File: config.mk
export PLATFORM = sky130hd
export DESIGN_NAME = tmrcnt_core
export DESIGN_NICKNAME = d
export VERILOG_FILES = /design/src/verilog/tmrcnt_pkg.sv /design/src/verilog/tmrcnt_core.sv
export SDC_FILE = /design/constraint.sdc
export NUM_CORES = 1
export LEC_CHECK = 0
export ABC_AREA = 1
export BUFFER_PORTS_ARGS = -buffer_cell sky130_fd_sc_hd__buf_4
export CAP_MARGIN = 10
export CORE_UTILIZATION = 59
export DETAILED_ROUTE_END_ITERATION = 8
export PLACE_DENSITY = 0.8
export REMOVE_ABC_BUFFERS = 1
export SETUP_SLACK_MARGIN = 0.4
export SYNTH_ARGS = -nofsm -noshare
export SYNTH_HDL_FRONTEND = slang
export SYNTH_SLANG_ARGS = --single-unit
File: constraint.sdc
create_clock -name sys_clk -period 2.7 [get_ports sys_clk]
set_clock_uncertainty 0.2 [all_clocks]
set_input_delay 0.405 -clock sys_clk [delete_from_list [all_inputs] [get_ports sys_clk]]
set_output_delay 0.405 -clock sys_clk [all_outputs]
set_load 0.01 [all_outputs]
File: src/verilog/tmrcnt_pkg.sv
// Package for the 8-bit timer counter unit: register map, fields, modes
package tmrcnt_pkg;
    localparam int unsigned DATA_W = 8;
    localparam int unsigned ADDR_W = 4;

    // Register offsets
    localparam logic [3:0] OFF_CTRL_A = 4'h0;
    localparam logic [3:0] OFF_CTRL_B = 4'h1;
    localparam logic [3:0] OFF_COUNT = 4'h2;
    localparam logic [3:0] OFF_CMP_A = 4'h3;
    localparam logic [3:0] OFF_CMP_B = 4'h4;
    localparam logic [3:0] OFF_FLAGS = 4'h5;
    localparam logic [3:0] OFF_ASYNC = 4'h6;

    // Field positions
    localparam int unsigned CTRLA_WGM0_POS = 0;
    localparam int unsigned CTRLA_WGM1_POS = 1;
    localparam int unsigned CTRLA_COMB_POS = 4;
    localparam int unsigned CTRLA_COMA_POS = 6;
    localparam int unsigned CTRLB_CS_POS = 0;
    localparam int unsigned CTRLB_WGM2_POS = 3;
    localparam int unsigned FLAG_OVF_POS = 0;
    localparam int unsigned FLAG_CMPA_POS = 1;
    localparam int unsigned FLAG_CMPB_POS = 2;
    localparam int unsigned ASYNC_SEL_POS = 5;

    // Reset values
    localparam logic [7:0] RST_CTRL = 8'h00;
    localparam logic [7:0] RST_COUNT = 8'h00;
    localparam logic [7:0] RST_CMP = 8'h00;

    // Count landmarks
    localparam logic [7:0] CNT_MAX = 8'hff;
    localparam logic [7:0] CNT_BOTTOM = 8'h00;
    localparam logic [2:0] CS_STOPPED = 3'h0;

    // Waveform modes
    typedef enum logic [2:0] {
        TMRCNT_WGM_NORMAL = 3'h0,
        TMRCNT_WGM_PC_FF = 3'h1,
        TMRCNT_WGM_CTC = 3'h2,
        TMRCNT_WGM_FAST_FF = 3'h3,
        TMRCNT_WGM_RSVD4 = 3'h4,
        TMRCNT_WGM_PC_CMP = 3'h5,
        TMRCNT_WGM_RSVD6 = 3'h6,
        TMRCNT_WGM_FAST_CMP = 3'h7
    } tmrcnt_wgm_t;

    // Register port request
    typedef struct packed {
        logic wr;
        logic rd;
        logic [3:0] addr;
        logic [7:0] wdata;
    } tmrcnt_req_t;

    // Compare output pins
    typedef struct packed {
        logic cmp_a;
        logic cmp_b;
    } tmrcnt_cmp_out_t;
endpackage : tmrcnt_pkg

File: src/verilog/tmrcnt_core.sv
// 8-bit timer counter: clock source select, count unit, normal and CLEAR_ON_COMPARE_MODE modes
`timescale 1ns/100ps
module tmrcnt_core import tmrcnt_pkg::*; #(
    parameter int unsigned PRESCALE_W = 10
) (
    // Clock and reset
    input wire logic sys_clk,
    input wire logic rst,
    // Register port
    input wire tmrcnt_pkg::tmrcnt_req_t req,
    output logic [7:0] rdata,
    // Oscillator pin, asynchronous to sys_clk
    input wire logic osc_pin_in,
    output logic osc_pin_out,
    // Interrupt acknowledges from the vector logic
    input wire logic ovf_ack,
    input wire logic cmpa_ack,
    input wire logic cmpb_ack,
    // Interrupt requests and compare outputs
    output logic ovf_irq,
    output logic cmpa_irq,
    output logic cmpb_irq,
    output tmrcnt_pkg::tmrcnt_cmp_out_t cmp_out
);
    import tmrcnt_pkg::*;

    logic [7:0] ctrl_a_r;
    logic [7:0] ctrl_b_r;
    logic [7:0] count_value_r;
    logic [7:0] count_value_nxt;
    logic [7:0] compare_a_value_r;
    logic [7:0] compare_b_value_r;
    logic overflow_flag_r;
    logic compare_a_flag_r;
    logic compare_b_flag_r;
    logic async_clock_select_r;
    logic [7:0] rdata_r;
    logic osc_meta_r;
    logic osc_sync_r;
    logic osc_prev_r;
    logic [PRESCALE_W-1:0] presc_r;
    logic timer_clock;
    logic src_tick;
    logic [2:0] clock_select_field;
    tmrcnt_wgm_t waveform_mode_field;
    logic count_wr;
    logic at_max;
    logic at_bottom;
    logic match_a;
    logic match_b;
    logic ovf_set;
    logic cmpa_set;
    logic cmpb_set;
    logic [1:0] com_a;
    logic [1:0] com_b;
    logic pwm_mode;
    logic cmp_a_r;
    logic cmp_b_r;
    logic [3:0] tick_gap_r;
    logic [2:0] gap_cs_r;
    logic gap_seen_r;

    function automatic logic wr_hit(input tmrcnt_req_t r, input logic [3:0] off);
        wr_hit = r.wr && (r.addr == off);
    endfunction : wr_hit

    function automatic logic edge_of(input logic now, input logic was);
        edge_of = now && !was;
    endfunction : edge_of

    // Tap bit k rises on this source tick when bits k..0 read zero then all ones
    function automatic logic tap_hit(input logic [PRESCALE_W-1:0] p, input int unsigned k);
        logic [PRESCALE_W-1:0] mask;
        mask = PRESCALE_W'((64'h2 << k) - 64'h1);
        tap_hit = (p & mask) == (mask >> 1);
    endfunction : tap_hit

    // Output pin level for a non-PWM match
    function automatic logic match_level(input logic [1:0] com, input logic cur);
        unique case (com)
            2'h0: match_level = cur;
            2'h1: match_level = !cur;
            2'h2: match_level = 1'b0;
            2'h3: match_level = 1'b1;
        endcase
    endfunction : match_level

    assign waveform_mode_field = tmrcnt_wgm_t'({ctrl_b_r[CTRLB_WGM2_POS], ctrl_a_r[CTRLA_WGM1_POS],
        ctrl_a_r[CTRLA_WGM0_POS]});
    assign clock_select_field = ctrl_b_r[CTRLB_CS_POS +: 3];
    assign com_a = ctrl_a_r[CTRLA_COMA_POS +: 2];
    assign com_b = ctrl_a_r[CTRLA_COMB_POS +: 2];
    assign count_wr = wr_hit(req, OFF_COUNT);
    assign at_max = (count_value_r == CNT_MAX);
    assign at_bottom = (count_value_r == CNT_BOTTOM);
    assign match_a = (count_value_r == compare_a_value_r);
    assign match_b = (count_value_r == compare_b_value_r);
    assign pwm_mode = (waveform_mode_field != TMRCNT_WGM_NORMAL) && (waveform_mode_field != TMRCNT_WGM_CTC);

    // Oscillator pin synchroniser; edges are taken from the second stage and its delayed copy
    always_ff @(posedge sys_clk or posedge rst) begin
        if (rst) begin
            osc_meta_r <= 1'b0;
            osc_sync_r <= 1'b0;
            osc_prev_r <= 1'b0;
        end else begin
            osc_meta_r <= osc_pin_in;
            osc_sync_r <= osc_meta_r;
            osc_prev_r <= osc_sync_r;
        end
    end

    // Free-running prescaler on the selected source
    always_ff @(posedge sys_clk or posedge rst) begin
        if (rst) begin
            presc_r <= '0;
        end else begin
            if (src_tick) begin
                presc_r <= presc_r + 1'b1;
            end
        end
    end

    // Source tick: every I/O cycle, or each rising oscillator edge
    assign src_tick = async_clock_select_r ? edge_of(osc_sync_r, osc_prev_r) : 1'b1;

    // Clock select: stop, direct, or prescaler bit rising
    // Taps fire with the source tick itself, so a slow oscillator still divides
    always_comb begin
        unique case (clock_select_field)
            3'h0: timer_clock = 1'b0;
            3'h1: timer_clock = src_tick;
            3'h2: timer_clock = src_tick && tap_hit(presc_r, 2);
            3'h3: timer_clock = src_tick && tap_hit(presc_r, 4);
            3'h4: timer_clock = src_tick && tap_hit(presc_r, 5);
            3'h5: timer_clock = src_tick && tap_hit(presc_r, 6);
            3'h6: timer_clock = src_tick && tap_hit(presc_r, 7);
            3'h7: timer_clock = src_tick && tap_hit(presc_r, PRESCALE_W-1);
        endcase
    end

    // Counter next value; compare output bits do not enter here
    always_comb begin
        count_value_nxt = count_value_r;
        if (count_wr) begin
            count_value_nxt = req.wdata;
        end else if (timer_clock) begin
            unique case (waveform_mode_field)
                TMRCNT_WGM_CTC: count_value_nxt = match_a ? CNT_BOTTOM : count_value_r + 8'h01;
                default: count_value_nxt = count_value_r + 8'h01;
            endcase
        end
    end

    always_ff @(posedge sys_clk or posedge rst) begin
        if (rst) begin
            count_value_r <= RST_COUNT;
        end else begin
            count_value_r <= count_value_nxt;
        end
    end

    // Flag events; a match during a count write is suppressed
    assign ovf_set = timer_clock && !count_wr && at_max &&
        !((waveform_mode_field == TMRCNT_WGM_CTC) && match_a);
    assign cmpa_set = timer_clock && !count_wr && match_a;
    assign cmpb_set = timer_clock && !count_wr && match_b;

    // Set wins over clear on every flag
    always_ff @(posedge sys_clk or posedge rst) begin
        if (rst) begin
            overflow_flag_r <= 1'b0;
            compare_a_flag_r <= 1'b0;
            compare_b_flag_r <= 1'b0;
        end else begin
            overflow_flag_r <= ovf_set || (overflow_flag_r && !ovf_ack &&
                !(wr_hit(req, OFF_FLAGS) && req.wdata[FLAG_OVF_POS]));
            compare_a_flag_r <= cmpa_set || (compare_a_flag_r && !cmpa_ack &&
                !(wr_hit(req, OFF_FLAGS) && req.wdata[FLAG_CMPA_POS]));
            compare_b_flag_r <= cmpb_set || (compare_b_flag_r && !cmpb_ack &&
                !(wr_hit(req, OFF_FLAGS) && req.wdata[FLAG_CMPB_POS]));
        end
    end

    // Configuration registers
    always_ff @(posedge sys_clk or posedge rst) begin
        if (rst) begin
            ctrl_a_r <= RST_CTRL;
            ctrl_b_r <= RST_CTRL;
            compare_a_value_r <= RST_CMP;
            compare_b_value_r <= RST_CMP;
            async_clock_select_r <= 1'b0;
        end else begin
            if (wr_hit(req, OFF_CTRL_A)) begin
                ctrl_a_r <= req.wdata;
            end
            if (wr_hit(req, OFF_CTRL_B)) begin
                ctrl_b_r <= {4'h0, req.wdata[3:0]};
            end
            if (wr_hit(req, OFF_CMP_A)) begin
                compare_a_value_r <= req.wdata;
            end
            if (wr_hit(req, OFF_CMP_B)) begin
                compare_b_value_r <= req.wdata;
            end
            if (wr_hit(req, OFF_ASYNC)) begin
                async_clock_select_r <= req.wdata[ASYNC_SEL_POS];
            end
        end
    end

    // Compare output pins, non-PWM set/clear/toggle; PWM modes leave them unchanged
    always_ff @(posedge sys_clk or posedge rst) begin
        if (rst) begin
            cmp_a_r <= 1'b0;
            cmp_b_r <= 1'b0;
        end else begin
            if (cmpa_set && !pwm_mode) begin
                cmp_a_r <= match_level(com_a, cmp_a_r);
            end
            if (cmpb_set && !pwm_mode) begin
                cmp_b_r <= match_level(com_b, cmp_b_r);
            end
        end
    end

    // Read data, one cycle after the strobe, zero otherwise
    always_ff @(posedge sys_clk or posedge rst) begin
        if (rst) begin
            rdata_r <= 8'h00;
        end else if (!req.rd) begin
            rdata_r <= 8'h00;
        end else begin
            unique case (req.addr)
                OFF_CTRL_A: rdata_r <= ctrl_a_r;
                OFF_CTRL_B: rdata_r <= ctrl_b_r;
                OFF_COUNT: rdata_r <= count_value_r;
                OFF_CMP_A: rdata_r <= compare_a_value_r;
                OFF_CMP_B: rdata_r <= compare_b_value_r;
                OFF_FLAGS: rdata_r <= {5'h00, compare_b_flag_r, compare_a_flag_r, overflow_flag_r};
                OFF_ASYNC: rdata_r <= {2'h0, async_clock_select_r, 5'h00};
                default: rdata_r <= 8'h00;
            endcase
        end
    end

    assign rdata = rdata_r;
    assign ovf_irq = overflow_flag_r;
    assign cmpa_irq = compare_a_flag_r;
    assign cmpb_irq = compare_b_flag_r;
    assign cmp_out.cmp_a = cmp_a_r;
    assign cmp_out.cmp_b = cmp_b_r;
    // Crystal drive is analog; the digital model holds it low
    assign osc_pin_out = 1'b0;

    // Checker helper: cycles between ticks on the divide-by-eight tap
    always_ff @(posedge sys_clk or posedge rst) begin
        if (rst) begin
            gap_cs_r <= 3'h0;
            gap_seen_r <= 1'b0;
            tick_gap_r <= 4'h0;
        end else begin
            gap_cs_r <= clock_select_field;
            if (clock_select_field != gap_cs_r || async_clock_select_r) begin
                gap_seen_r <= 1'b0;
                tick_gap_r <= 4'h0;
            end else if (timer_clock) begin
                gap_seen_r <= 1'b1;
                tick_gap_r <= 4'h0;
            end else if (tick_gap_r != 4'hf) begin
                tick_gap_r <= tick_gap_r + 4'h1;
            end
        end
    end
    a_div8_gap: assert property (@(posedge sys_clk) disable iff (rst)
        clock_select_field == 3'h2 && !async_clock_select_r && gap_seen_r && timer_clock
        |-> tick_gap_r == 4'h7)
        else $error("Divide-by-eight tap ticked off period");

    a_stop_holds: assert property (@(posedge sys_clk) disable iff (rst)
        (clock_select_field == CS_STOPPED) && !count_wr |=> $stable(count_value_r))
        else $error("Counter moved while clock select is zero");
    a_write_wins: assert property (@(posedge sys_clk) disable iff (rst)
        count_wr |=> count_value_r == $past(req.wdata))
        else $error("Count write did not take priority");
    a_normal_wrap: assert property (@(posedge sys_clk) disable iff (rst)
        timer_clock && !count_wr && waveform_mode_field == TMRCNT_WGM_NORMAL && at_max |=> at_bottom)
        else $error("Normal mode did not wrap to zero");
    a_normal_incr: assert property (@(posedge sys_clk) disable iff (rst)
        timer_clock && !count_wr && waveform_mode_field == TMRCNT_WGM_NORMAL
        |=> count_value_r == $past(count_value_r) + 8'h01)
        else $error("Normal mode did not increment");
    a_ovf_zero: assert property (@(posedge sys_clk) disable iff (rst)
        timer_clock && !count_wr && waveform_mode_field == TMRCNT_WGM_NORMAL && at_max
        |=> overflow_flag_r && at_bottom)
        else $error("Overflow flag missing at zero");
    a_ctc_clear: assert property (@(posedge sys_clk) disable iff (rst)
        timer_clock && !count_wr && waveform_mode_field == TMRCNT_WGM_CTC && match_a
        |=> at_bottom && compare_a_flag_r)
        else $error("CLEAR_ON_COMPARE_MODE match did not clear and flag");
    a_ctc_miss: assert property (@(posedge sys_clk) disable iff (rst)
        timer_clock && !count_wr && waveform_mode_field == TMRCNT_WGM_CTC && !match_a && at_max
        |=> at_bottom && overflow_flag_r)
        else $error("CLEAR_ON_COMPARE_MODE did not wrap past max");
    a_flag_sticky: assert property (@(posedge sys_clk) disable iff (rst)
        overflow_flag_r && !ovf_ack && !wr_hit(req, OFF_FLAGS) |=> overflow_flag_r)
        else $error("Overflow flag cleared by counter");
    a_read_count: assert property (@(posedge sys_clk) disable iff (rst)
        req.rd && req.addr == OFF_COUNT |=> rdata == $past(count_value_r))
        else $error("Count read returned wrong value");

    // Clock source checks, and the CLEAR_ON_COMPARE_MODE count below top
    a_sync_every: assert property (@(posedge sys_clk) disable iff (rst)
        !async_clock_select_r && clock_select_field == 3'h1 |-> timer_clock)
        else $error("Direct clock select missed a tick");
    a_async_gate: assert property (@(posedge sys_clk) disable iff (rst)
        async_clock_select_r && !src_tick |-> !timer_clock)
        else $error("Tick without an oscillator edge");
    a_ctc_count_up: assert property (@(posedge sys_clk) disable iff (rst)
        timer_clock && !count_wr && waveform_mode_field == TMRCNT_WGM_CTC && !match_a
        |=> count_value_r == $past(count_value_r) + 8'h01)
        else $error("CLEAR_ON_COMPARE_MODE mode did not increment below top");

    // Flag checks
    a_ovf_at_max: assert property (@(posedge sys_clk) disable iff (rst)
        !overflow_flag_r && !(timer_clock && !count_wr && at_max) |=> !overflow_flag_r)
        else $error("Overflow flag set away from max");
    a_ovf_ack_clr: assert property (@(posedge sys_clk) disable iff (rst)
        overflow_flag_r && ovf_ack && !(timer_clock && !count_wr && at_max) |=> !overflow_flag_r)
        else $error("Serviced overflow flag did not clear");
    a_ovf_set_wins: assert property (@(posedge sys_clk) disable iff (rst)
        ovf_ack && timer_clock && !count_wr && at_max && waveform_mode_field == TMRCNT_WGM_NORMAL
        |=> overflow_flag_r)
        else $error("Overflow set lost to a clear");
    a_cmpa_at_match: assert property (@(posedge sys_clk) disable iff (rst)
        !compare_a_flag_r && !(timer_clock && !count_wr && match_a) |=> !compare_a_flag_r)
        else $error("Compare A flag set without a match");
    a_cmpa_ack_clr: assert property (@(posedge sys_clk) disable iff (rst)
        compare_a_flag_r && cmpa_ack && !(timer_clock && !count_wr && match_a) |=> !compare_a_flag_r)
        else $error("Serviced compare A flag did not clear");
    a_cmpb_flag: assert property (@(posedge sys_clk) disable iff (rst)
        timer_clock && !count_wr && match_b |=> compare_b_flag_r)
        else $error("Compare B match did not flag");
    a_cmpb_ack_clr: assert property (@(posedge sys_clk) disable iff (rst)
        compare_b_flag_r && cmpb_ack && !(timer_clock && !count_wr && match_b) |=> !compare_b_flag_r)
        else $error("Serviced compare B flag did not clear");

    // Output pin checks
    a_toggle_out: assert property (@(posedge sys_clk) disable iff (rst)
        timer_clock && !count_wr && match_a && !pwm_mode && com_a == 2'h1 |=> cmp_a_r != $past(cmp_a_r))
        else $error("Compare A output did not toggle");
    a_set_out: assert property (@(posedge sys_clk) disable iff (rst)
        timer_clock && !count_wr && match_b && !pwm_mode && com_b == 2'h3 |=> cmp_b_r)
        else $error("Compare B output was not set");
endmodule : tmrcnt_core

Yosys cells after proc, flatten, opt, wreduce, memory -nomap -nowiden
Index checks and enable logic that the tools add are counted.
- add/sub/neg operators: 2
- $mul: 0
- divide/modulo/power cells: 0
- order comparisons: 0
- eq/ne operators: 30
- shift operators: 0
- mux-type cells: 10
- bitwise logic cells: 2
- reductions and logical operators: 55
- operators with widths (kind ; count):
    one-hot mux 8 bit (7 select lines) ; 1
    2-to-1 mux 8 bit ; 5
    logical AND 1 bit ; 32
    == test 8 bit ; 2
    == test 3 x 2 -> 1 bit, second input constant ; 4
    == test 3 bit, second input constant ; 4
    == test 4 x 3 -> 1 bit, second input constant ; 3
    logical NOT 1 bit ; 12
    adder 10 x 1 -> 10 bit, second input constant ; 1
    == test 10 x 9 -> 1 bit, second input constant ; 1
    adder 8 x 1 -> 8 bit, second input constant ; 1
    == test 2 bit, second input constant ; 4
    == test 4 x 2 -> 1 bit, second input constant ; 2
    == test 8 x 7 -> 1 bit, second input constant ; 1
    == test 8 bit, second input constant ; 1
    one-hot mux 1 bit (8 select lines) ; 1
    == test 7 x 6 -> 1 bit, second input constant ; 1
    == test 6 x 5 -> 1 bit, second input constant ; 1
    one-hot mux 1 bit (3 select lines) ; 2
    == test 5 x 4 -> 1 bit, second input constant ; 1
    == test 2 x 1 -> 1 bit, second input constant ; 2
    == test 4 x 1 -> 1 bit, second input constant ; 1
    logical NOT 2 bit ; 2
    logical NOT 4 bit ; 1
    9 further kinds ; 13
- register bits after elaboration: 63
- bits in latches: 0
- RAM bits: 0
- memory bits (read-only): 0
- input bits: 20
- output and inout port bits: 14
- memories kept: 0

Depth between registers and ports, before layout
Gate-level depths: netlist (run 1).
- depth after elaboration: 9
- depth in mapped cells: 12

Worst setup path before layout (run 1)
OpenSTA, ideal clock, no wires.
- kind: register to register
- from: register presc_r[0]
- to: register count_value_r[4]
- library setup time: 0.065 ns
- data arrival time: 1.619 ns
- required time: 2.435 ns
- path slack: 0.817 ns
- cell stages (with the launch flop): 12
- path buffers: 0
- period minus slack after synthesis: 1.883 ns
- cells stage by stage: dfrtp_1 -> ha_1 -> nand3_1 -> inv_1 -> ha_1 -> o21ai_1 -> a21oi_4 -> nand2_1 -> nand2_1 -> o22ai_1 -> inv_1 -> nand2_1
- longest elaborated chain between the ends: 4
- elaborated cells on any way between the ends: 14
- ends and longest elaborated chain (what ; line ; RTL):
    from (decl) ; tmrcnt_core.sv:41 ; logic [PRESCALE_W-1:0] presc_r;
    from (signal assigned) ; tmrcnt_core.sv:119 ; presc_r <= presc_r + 1'b1;
    == test 10 x 9 -> 1 bit (tied with other cells) ; tmrcnt_core.sv:75 ; tap_hit = (p & mask) == (mask >> 1);
    logical AND 1 bit (tied with other cells) ; tmrcnt_core.sv:138 ; 3'h7: timer_clock = src_tick && tap_hit(presc_r, PRESCALE_W-1);
    one-hot mux 1 bit (8 select lines) * ; tmrcnt_core.sv:130 ; unique case (clock_select_field)
    nonzero test 2 bit (no line) * ; -- ;
    to (signal assigned) ; tmrcnt_core.sv:159 ; count_value_r <= count_value_nxt;
    to (decl) ; tmrcnt_core.sv:29 ; logic [7:0] count_value_r;
Every way passes the cells marked *; elsewhere a longest branch is shown, timed or not.
A chain may end at the register's enable or synchronous reset.

Worst setup path in the final report (run 1)
- from: register presc_r[0]
- to: register count_value_r[6]
The elaborated chain is that of the path after synthesis.

==> impl_metrics.csv, run 1 <==
group,metric,value,unit
timing,hold_viol,31,
routing,post_drt_wl_per_cell,14.9,µm
timing,worst_pin_slew,0.710,ns
finish,antenna_cells,0,
finish,drive_gt1_share,16.9,%
finish,fin_nets,469,
yosys,synth_seq_cells,63,
clock_network,numCtsBuffers,9,
timing,finalCriticalPeriod,2.12,ns
place,dp_hpwl,5740,µm
pwr,power_leakage,1.94,nW
setup_path,crit_path_max_fanout,5,
clock_network,cts_max_path_buffers,2,
routing,drt_pass1_iterations,6,
finish,fill_cells,431,
timing,setup-tns-final,0,ns
yosys,yosys.area.top_type,"dfrtp_1",
pwr,combPwrFrac,30.8,%
flow_run,max_cap_viol_count,0,
setup_path,rr_endpoint,"count_value_r[6]",
timing,setup_viol_count_final,0,
global_routing,grt_pass1_vias,2772,
finish,fin_util,71.8,%
floorplanning,die_x,76.9,µm
timing,grt_setup_unrepaired,"no",
yosys,ys_seq_area_share,47.6,%
yosys,synth_simple_gate_area_share,24.6,%
floorplanning,core,5270,µm²
setup_path,ff2ff_path_depth,11,
routing,drtIter0Drc,251,
setup_path,r2r_setup_slack,0.58,ns
global_routing,grtUsageTotal,29.3,%
yosys,synth_compound_area_share,13.5,%
yosys,synth_fa_ha_area_share,1.51,%
timing,slew_headroom,52.6,%
yosys,synth_xor_area_share,3.70,%
yosys,yosys_warnings,0,
pwr,power_density,823,nW/µm²
timing,fin_hold_ws,-0.0133,ns
pwr,p_switching,1.20,mW
routing,wirelength,7760,µm
place,numPortBuffers,32,
yosys,mappedNetlistArea,3310,µm²
finish,final_cell_mix,"nand2_1 (99), dfrtp_1 (63), inv_1 (55)",
floorplanning,die_h,76.9,µm
pwr,switching_share,38.6,%
yosys,synth_cells,409,
pwr,ir_drop,464,µV
setup_path,startpoint_type,"flop",
status,outcome,"finished with violations",
finish,final_common_cell,"nand2_1",
timing,final_max_slew_viol_count,0,
clock_network,cts.repair.resized,0,
pwr,clkPwrFrac,23.6,%
yosys,ys_types,33,
yosys,synth_top_area_share,47.6,%
yosys,syn_area_per_cell,8.09,µm²
global_routing,grt_util_met3,4.88,%
clock_network,clock_sinks,63,
floorplanning,start_util,62.8,%
clock_network,cts_tree,"yes",
clock_network,cts.reportedPaths.clkPinSlew,0.07,ns
routing,drc,0,
place,gp_congestion,0.929,
routing,vias,2892,
timing,post-route-period-util,78.7,%
clock_network,clk_latency,0.34,ns
timing,max_freq,471,MHz
setup_path,worstReg2RegStart,"presc_r[0]",
status,violations,"negative hold slack",
yosys,synth.area.top_cells,"dfrtp_1 (48%), nand2_1 (11%), inv_1 (6.3%)",
yosys,postSynth.asyncResetShare,100,%
clock_network,htreeDepth,3,
global_routing,grt_pass1_wl,13200,µm
pwr,power_frac_seq,45.6,%
yosys,ys.flop_type,"dfrtp_1",
global_routing,grt_max_degree,33,
global_routing,grt_overflow_total,0,
floorplanning,rows,26,
floorplanning,pin_count,34,
min_path,min_path_type,"in2async",
routing,routed_via_density,5.56,
setup_path,setup.worst_path.class,"reg2reg",
yosys,muxShareOfSynthArea,0,%
setup_path,crit_required,2.78,ns
finish,syn2layout_area_growth,14.4,%
global_routing,busiest_layer,"met2",
routing,ant_nets,0,
yosys,synth_top_family_by_area,"simple AND/OR/NAND/NOR gates",
yosys,synth_edf_count,0,
floorplanning,die_area,5920,µm²
global_routing,gr-usage-met1,42.5,%
setup_path,end_kind,"flop",
setup_path,worstPathArrival,2.20,ns
clock_network,clockRootBuffer,"clkbuf_8",
global_routing,use_met2,42.7,%
pwr,p_int,1.91,mW
global_routing,antenna_found_initial,0,
[what timing repair did]
action,4_1_cts,5_1_grt
setup buffers,0,0
endpoints found under the hold margin,1,0
hold buffers,1,0
[final cells by class]
type                            count  area [µm²]  share of cell area, %
Inverter                           63         236                   6.25
Clock buffer                       12         155                   4.10
Tap cell                           70        87.6                   2.31
Timing Repair Buffer               34         270                   7.14
Sequential cell                    63        1580                   41.6
Multi-Input combinational cell    274        1440                   38.0
Clock inverter                      4        20.0                  0.529
[per-stage QoR]
step	instance area, µm²	total power, mW	setup slack, ns	hold WS, ns	cells
2_1_floorplan	3250	2.09	0.525	0.131	400
3_3_place_gp	3600	2.34	0.698	0.137	503
3_5_place_dp	3600	2.37	0.617	0.146	503
4_1_cts	3790	3.10	0.586	0.00223	520
5_1_grt	3790	3.33	0.448	0.0467	520
6_report	3790	3.11	0.575	-0.0133	520
[layer usage]
layer | part of all wire (%) | vias up
met5 | 0 | -
met4 | 2.1 | 0
met3 | 7.2 | 14
met2 | 44 | 135
met1 | 47 | 1354
li1 | - | 1389
[flip-flops by register name (all words and copies together), names as in the netlist]
signal	flops
presc_r	10
compare_a_value_r	8
compare_b_value_r	8
count_value_r	8
ctrl_a_r	8
rdata	8
ctrl_b_r	4
async_clock_select_r	1
cmp_a_r	1
cmp_b_r	1
cmpa_irq	1
cmpb_irq	1
osc_meta_r	1
osc_prev_r	1
osc_sync_r	1
ovf_irq	1
[logic make-up (layout without fill, tap and decap cells)]
logic type | Yosys count | in the layout
compound gates | 77 | 77
other cells | 1 | 1
flops | 63 | 63
simple gates | 178 | 178
buf+inv | 72 | 113
xor+xnor | 14 | 14
fa+ha+maj | 4 | 4
[worst max-delay path, stage by stage, from the launching register on]
cell	delay [ns]
dfrtp_1	0.40
ha_1	0.22
nand3_1	0.10
inv_1	0.07
ha_1	0.18
o21ai_1	0.21
a21oi_4	0.10
nand2_1	0.17
nand2_1	0.13
o22ai_1	0.14
inv_1	0.07
nand2_1	0.06
[power groups by stage]
stage          clock network [mW]  logic, mW  registers, mW
6_report                    0.736      0.960           1.42
5_1_grt                     0.778       1.10           1.46
4_1_cts                     0.733      0.957           1.41
3_5_place_dp                    0      0.946           1.43
3_3_place_gp                    0      0.916           1.42
2_1_floorplan                   0      0.717           1.37
[worst max-delay path by stage]
stage,depth (start not counted),start,to
after floorplan,1,rst,async_clock_select_r
after global placement,11,presc_r[0],count_value_r[4]
after detailed placement,11,presc_r[0],count_value_r[6]
after CTS,11,presc_r[0],count_value_r[6]
after global routing,11,presc_r[0],count_value_r[6]
final,11,presc_r[0],count_value_r[6]
[synthesized netlist by cell type (all sizes together), types with 4 or more instances]
master  number
o22ai       13
nand3       29
a21oi       15
o21ai       40
nand4        6
nor3         4
xor2        14
ha           4
nand2      103
buf          9
nor2        36
inv         63
dfrtp       63
Power figures use the tool's default switching activity.
==> run 2, diff against run 1 <==
--- a/config.mk
+++ b/config.mk
@@ -5,12 +5,12 @@
 export SDC_FILE = /design/constraint.sdc
 export NUM_CORES = 1
 export LEC_CHECK = 0
-export ABC_AREA = 1
+export ABC_AREA = 0
 export BUFFER_PORTS_ARGS = -buffer_cell sky130_fd_sc_hd__buf_4
 export CAP_MARGIN = 10
-export CORE_UTILIZATION = 59
+export CORE_UTILIZATION = 53
 export DETAILED_ROUTE_END_ITERATION = 8
-export PLACE_DENSITY = 0.8
+export PLACE_DENSITY = 0.76
 export REMOVE_ABC_BUFFERS = 1
 export SETUP_SLACK_MARGIN = 0.4
 export SYNTH_ARGS = -nofsm -noshare
==> constraint.sdc (replaced) <==
create_clock -name sys_clk -period 1.8 [get_ports sys_clk]
set_clock_uncertainty 0.2 [all_clocks]
set_input_delay 0.27 -clock sys_clk [delete_from_list [all_inputs] [get_ports sys_clk]]
set_output_delay 0.27 -clock sys_clk [all_outputs]
set_load 0.01 [all_outputs]
==> run 2 against run 1 <==
  * The flow finishes with violations (negative setup slack)
  * Clock power increased by 92%
  * Cell count is 1.7% lower
  * Sequential power is 49% higher
==> impl_metrics.csv, run 2 <==
group,metric,value,unit
timing,hold_viol,0,
finish,largest-register,"presc_r",
setup_path,crit_start,"presc_r[0]",
floorplanning,core,5990,µm²
finish,stdcell_area,4760,µm²
routing,vias,3022,
routing,ant_nets,0,
status,violations,"negative setup slack",
yosys,synth_commonest_cells,"dfrtp_1 (63), mux2_2 (32), nand2_1 (29)",
flow_run,max_cap_viol_count,0,
pwr,ir_drop,831,µV
setup_path,crit_path_max_fanout,8,
finish,antenna_cells,0,
finish,multi_input_area,1830,µm²
timing,max_freq,457,MHz
clock_network,clk_latency,0.34,ns
setup_path,crit_buf_inv,2,
timing,setup_slack,-0.386,ns
global_routing,antenna_found_initial,0,
yosys,ys_types,49,
yosys,yosys.cell_count.top_type,"dfrtp_1",
setup_path,cpPeakStageDelay,0.38,ns
floorplanning,die_area,6630,µm²
setup_path,setup.worst_path.class,"reg2reg",
setup_path,cp.depth,10,
finish,register_area,1580,µm²
global_routing,grt_overflow_total,0,
finish,final_cell_mix,"buf_4 (98), dfrtp_1 (63), mux2_2 (29)",
finish,fill_cells,347,
setup_path,r2r_setup_slack,-0.39,ns
routing,drtIter0Drc,284,
global_routing,grtUsageTotal,30.1,%
yosys,syn_area_per_cell,10.5,µm²
global_routing,grt_max_degree,64,
setup_path,worstReg2RegStart,"presc_r[0]",
clock_network,htreeDepth,3,
yosys,yosys_warnings,0,
setup_path,crit_chain,"ha_2, nand3_2, inv_2, ha_4, and4bb_2, nor2_4, and4_4, nand3_2, buf_6, o211ai_1",
place,placed_cell_area,4120,µm²
setup_path,end_kind,"flop",
setup_path,critPathTopFamily,"simple AND/OR/NAND/NOR gates",
routing,drc,0,
timing,post-route-period-util,121,%
yosys,synth_edf_count,0,
yosys,synth_top_area_share,47.1,%
timing,grt_setup_unrepaired,"yes",
finish,syn2layout_area_growth,42.2,%
finish,drive_gt1_share,45.2,%
floorplanning,die_h,81.4,µm
setup_path,crit_required,1.85,ns
clock_network,cts.reportedPaths.clkPinSlew,0.07,ns
min_path,hold_depth,3,
floorplanning,start_util,55.8,%
setup_path,critical_path.slowest_cell,"dfrtp_1",
floorplanning,pin_count,34,
timing,final_max_slew_viol_count,0,
clock_network,cts_tree,"yes",
setup_path,worstPathArrival,2.24,ns
pwr,p_total,6.16,mW
pwr,power_density,1300,nW/µm²
finish,fin_nets,455,
pwr,power_leakage,2.19,nW
yosys,yosys.area.top_type,"dfrtp_1",
clock_network,numCtsBuffers,9,
yosys,ys.flop_type,"dfrtp_1",
place,numPortBuffers,32,
floorplanning,die_x,81.4,µm
yosys,synth_seq_cells,63,
routing,wirelength,10300,µm
yosys,postSynth.asyncResetShare,100,%
yosys,mappedNetlistArea,3340,µm²
finish,largest_register_ff_count,10,
routing,drt_pass1_iterations,5,
routing,routed_via_density,5.91,
timing,fin_hold_ws,0.0108,ns
setup_path,ff2ff_path_depth,10,
min_path,min_from,"req[1]",
setup_path,cp_common_cell,"nand3_2",
timing,finalCriticalPeriod,2.19,ns
yosys,ys_seq_area_share,47.1,%
status,outcome,"finished with violations",
clock_network,clockRootBuffer,"clkbuf_8",
floorplanning,rows,28,
global_routing,grt_pass1_vias,2851,
finish,final_common_cell,"buf_4",
setup_path,startpoint_type,"flop",
place,dp_hpwl,6280,µm
yosys,synth_cells,319,
place,placedCellCount,478,
place,gp_congestion,0.900,
timing,setup_viol_count_final,13,
finish,fin_cells,511,
global_routing,grt_pass1_wl,14300,µm
clock_network,clock_sinks,63,
timing,setup-tns-final,-4.27,ns
min_path,min_path_type,"in2reg",
clock_network,cts_max_path_buffers,2,
yosys,synth.area.top_cells,"dfrtp_1 (47%), mux2_2 (11%), xor2_1 (4.5%)",
routing,post_drt_wl_per_cell,20.2,µm
## run 2: cell count changes after synthesis, sizes merged, moves of 9 or more
cell / change
a21oi: -10
inv: -45
mux2: +32
mux2i: +9
nand2: -74
nand3: -13
nor2: -20
o21ai: -28
o22ai: -13
xnor2: +11
## run 2: where the power goes
part,internal [mW],switching [mW],total (mW)
Sequential,1.76,0.360,2.12
Clock,0.855,0.559,1.41
Combinational,1.39,1.24,2.63
Total,4.01,2.16,6.16
## run 2: path summary, 6_finish.rpt
| path | endpoint |
|---|---|
| hold reg to reg | osc_sync_r |
| hold / removal | count_value_r[1] |
| setup / recovery | count_value_r[0] |
| max in group asynchronous | compare_a_value_r[1] |
| min in group asynchronous | ctrl_a_r[2] |
| setup reg to reg | count_value_r[0] |
## run 2: tightest hold or removal path, cell delays in order
cell      delay, ns
buf_4          0.12
nand2_1        0.07
o221ai_2       0.05
## run 2: through the flow
stage,utilization (%),setup WS [ns]
floorplan,-,-0.312
global placement,68.8,-0.323
detailed placement,68.8,-0.494
CTS,77.0,-0.325
global route,79.4,-0.481
finish,79.4,-0.386
## run 2: per-layer routing
metal	track usage, %	share of wire, %	up-vias	routed length, µm
met5	0	0	-	0
met4	10.5	3.0	0	313
met3	8.22	8.4	33	860
met2	47.3	48	150	4990
met1	39.9	40	1485	4130
li1	-	-	1354	-
## run 2: final cells by class
class | count | area share (%)
timing repair buffer | 118 | 20.2
multi-input combinational | 221 | 38.5
tap | 75 | 1.97
sequential | 63 | 33.1
clock inverter | 3 | 1.37
clock buffer | 13 | 3.34
inverter | 18 | 1.42
## run 2: cell families after synthesis
group | after synthesis | synth area share [%]
AND/OR/NAND/NOR | 99 | 15.7
flip-flops | 63 | 47.1
AO/OA/AOI/OAI | 48 | 10.2
multiplexers | 41 | 13.5
buffers and inverters | 35 | 4.60
XOR/XNOR | 28 | 7.33
adder cells (fa/ha/maj) | 4 | 1.50
other | 1 | 0.112
## run 2: repair_timing
item,in CTS,in global routing
buffers inserted,4,6
endpoints found under the setup margin,35,43
gates cloned,0,0
pin swaps,20,13
hold buffers,7,0
endpoints found under the hold margin,77,0
gates resized for setup,43,24
==> run 3, diff against run 2 <==
--- a/config.mk
+++ b/config.mk
@@ -8,9 +8,10 @@
 export ABC_AREA = 0
 export BUFFER_PORTS_ARGS = -buffer_cell sky130_fd_sc_hd__buf_4
 export CAP_MARGIN = 10
-export CORE_UTILIZATION = 53
+export CORE_UTILIZATION = 50
 export DETAILED_ROUTE_END_ITERATION = 8
-export PLACE_DENSITY = 0.76
+export MAX_ROUTING_LAYER = met4
+export PLACE_DENSITY = 0.72
 export REMOVE_ABC_BUFFERS = 1
 export SETUP_SLACK_MARGIN = 0.4
 export SYNTH_ARGS = -nofsm -noshare
==> run 3 against run 2 <==
  * The flow still finishes with violations (negative setup slack)
  * Register-to-register slack got worse by 0.12 ns
  * Clock power shrank 4%
  * Maximum frequency is 5.3% lower
  * Global-route usage increased by 0.20 points
  * Non-clock buffer count up 14
  * Clock-buffer cell count decreased by 2
  * Worst hold slack improved by 0.0083 ns
  * Worst setup slack got worse by 0.12 ns
  * Largest cell class unchanged
  * Highest routed layer unchanged
==> impl_metrics.csv, run 3 (synthesized netlist as in run 2, its figures left out) <==
group,metric,value,unit
global_routing,grtUsageTotal,30.3,%
clock_network,clock_sinks,63,
routing,drc,0,
status,outcome,"finished with violations",
routing,ant_nets,0,
floorplanning,die_area,7020,µm²
finish,final_common_cell,"buf_4",
timing,max_freq,433,MHz
routing,vias,3194,
timing,hold_viol,0,
min_path,min_path_type,"in2reg",
floorplanning,pin_count,34,
clock_network,cts_max_path_buffers,2,
setup_path,startpoint_type,"flop",
timing,post-route-period-util,128,%
setup_path,crit_required,1.84,ns
routing,routed_via_density,6.07,
timing,grt_setup_unrepaired,"yes",
routing,post_drt_wl_per_cell,20.7,µm
floorplanning,die_h,83.8,µm
flow_run,max_cap_viol_count,0,
finish,largest_register_ff_count,10,
timing,setup_slack,-0.507,ns
timing,setup-tns-final,-5.29,ns
routing,drtIter0Drc,339,
pwr,p_total,6.39,mW
pwr,power_density,1290,nW/µm²
place,numPortBuffers,32,
routing,wirelength,10900,µm
pwr,power_leakage,2.29,nW
finish,fin_nets,469,
setup_path,setup.worst_path.class,"reg2reg",
global_routing,grt_max_degree,64,
pwr,ir_drop,784,µV
status,violations,"negative setup slack",
global_routing,antenna_found_initial,0,
setup_path,crit_path_max_fanout,8,
clock_network,cts_tree,"yes",
global_routing,grt_pass1_wl,15600,µm
finish,stdcell_area,4970,µm²
global_routing,grt_pass1_vias,3005,
routing,drt_pass1_iterations,5,
finish,register_area,1580,µm²
global_routing,grt_overflow_total,0,
floorplanning,start_util,52.4,%
place,placed_cell_area,4200,µm²
finish,multi_input_area,1890,µm²
finish,antenna_cells,0,
finish,syn2layout_area_growth,48.6,%
floorplanning,core,6390,µm²
timing,fin_hold_ws,0.0191,ns
finish,fill_cells,396,
clock_network,numCtsBuffers,9,
clock_network,clk_latency,0.34,ns
place,gp_congestion,0.945,
finish,drive_gt1_share,49.2,%
clock_network,cts.reportedPaths.clkPinSlew,0.07,ns
clock_network,htreeDepth,3,
clock_network,clockRootBuffer,"clkbuf_8",
floorplanning,die_x,83.8,µm
timing,setup_viol_count_final,13,
setup_path,end_kind,"flop",
timing,finalCriticalPeriod,2.31,ns
finish,largest-register,"presc_r",
timing,final_max_slew_viol_count,0,
setup_path,worstPathArrival,2.34,ns
place,dp_slack,-0.438,ns
setup_path,r2r_setup_slack,-0.51,ns
place,dp_hpwl,6680,µm
floorplanning,rows,29,
finish,final_cell_mix,"buf_4 (101), dfrtp_1 (61), nand2_1 (25)",
-- run 3: changes by cell type in the layout (fill, tap and decap cells not counted), sizes merged --
cell and change:
buf +11, clkbuf -2, clkinv +1, dlygate4sd3 +3
-- run 3: final cells by class --
type,count,area share (%)
tap,77,1.94
clock buffer,11,2.84
timing repair buffer,132,22.6
multi-input combinational,221,38.1
clock inverter,4,1.41
sequential,63,31.8
inverter,18,1.36
-- run 3: repair_timing --
action                                  4_1_cts  5_1_grt
setup buffers                                 7        7
pin swaps                                    20       27
gates resized for setup                      43       49
hold buffers                                  9        1
cloned                                        0        0
endpoints found under the hold margin        80        1
endpoints found under the setup margin       43       46
-- run 3: worst paths after layout --
path	from	end	depth (start not counted)
max	presc_r[0]	count_value_r[0]	10
min	req[2]	ctrl_b_r[2]	2
max reg2reg	presc_r[0]	count_value_r[0]	10
min reg2reg	osc_meta_r	osc_sync_r	0
max in group asynchronous	rst	async_clock_select_r	4
min in group asynchronous	rst	compare_a_value_r[2]	4
-- run 3: per-stage QoR --
| stage | utilization, % | instances |
|---|---|---|
| 6_report | 77.8 | 526 |
| 5_1_grt | 77.8 | 526 |
| 4_1_cts | 73.8 | 518 |
| 3_5_place_dp | 65.8 | 487 |
| 3_3_place_gp | 65.8 | 487 |
| 2_1_floorplan | - | 302 |
-- run 3: routing by layer --
layer / vias up / track usage (%) / wire [µm]
met1: 1574 / 39.1 / 4400
met2: 171 / 47.2 / 5170
met4: 0 / 11.1 / 566
met3: 60 / 6.63 / 756
li1: 1389 / - / -
met5: - / - / 0
-- run 3: where the power goes --
part | switching, mW | internal, mW
clock network | 0.558 | 0.806
registers | 0.339 | 1.76
logic | 1.38 | 1.55
-- run 3: worst max-delay path, stage by stage (launching register included) --
cell and delay [ns]:
dfrtp_1 0.38, ha_2 0.19, nand3_2 0.08, inv_2 0.10
ha_4 0.12, and4bb_2 0.27, nor2_4 0.14, and4_4 0.28
nand3_2 0.09, buf_6 0.15, o211ai_1 0.20
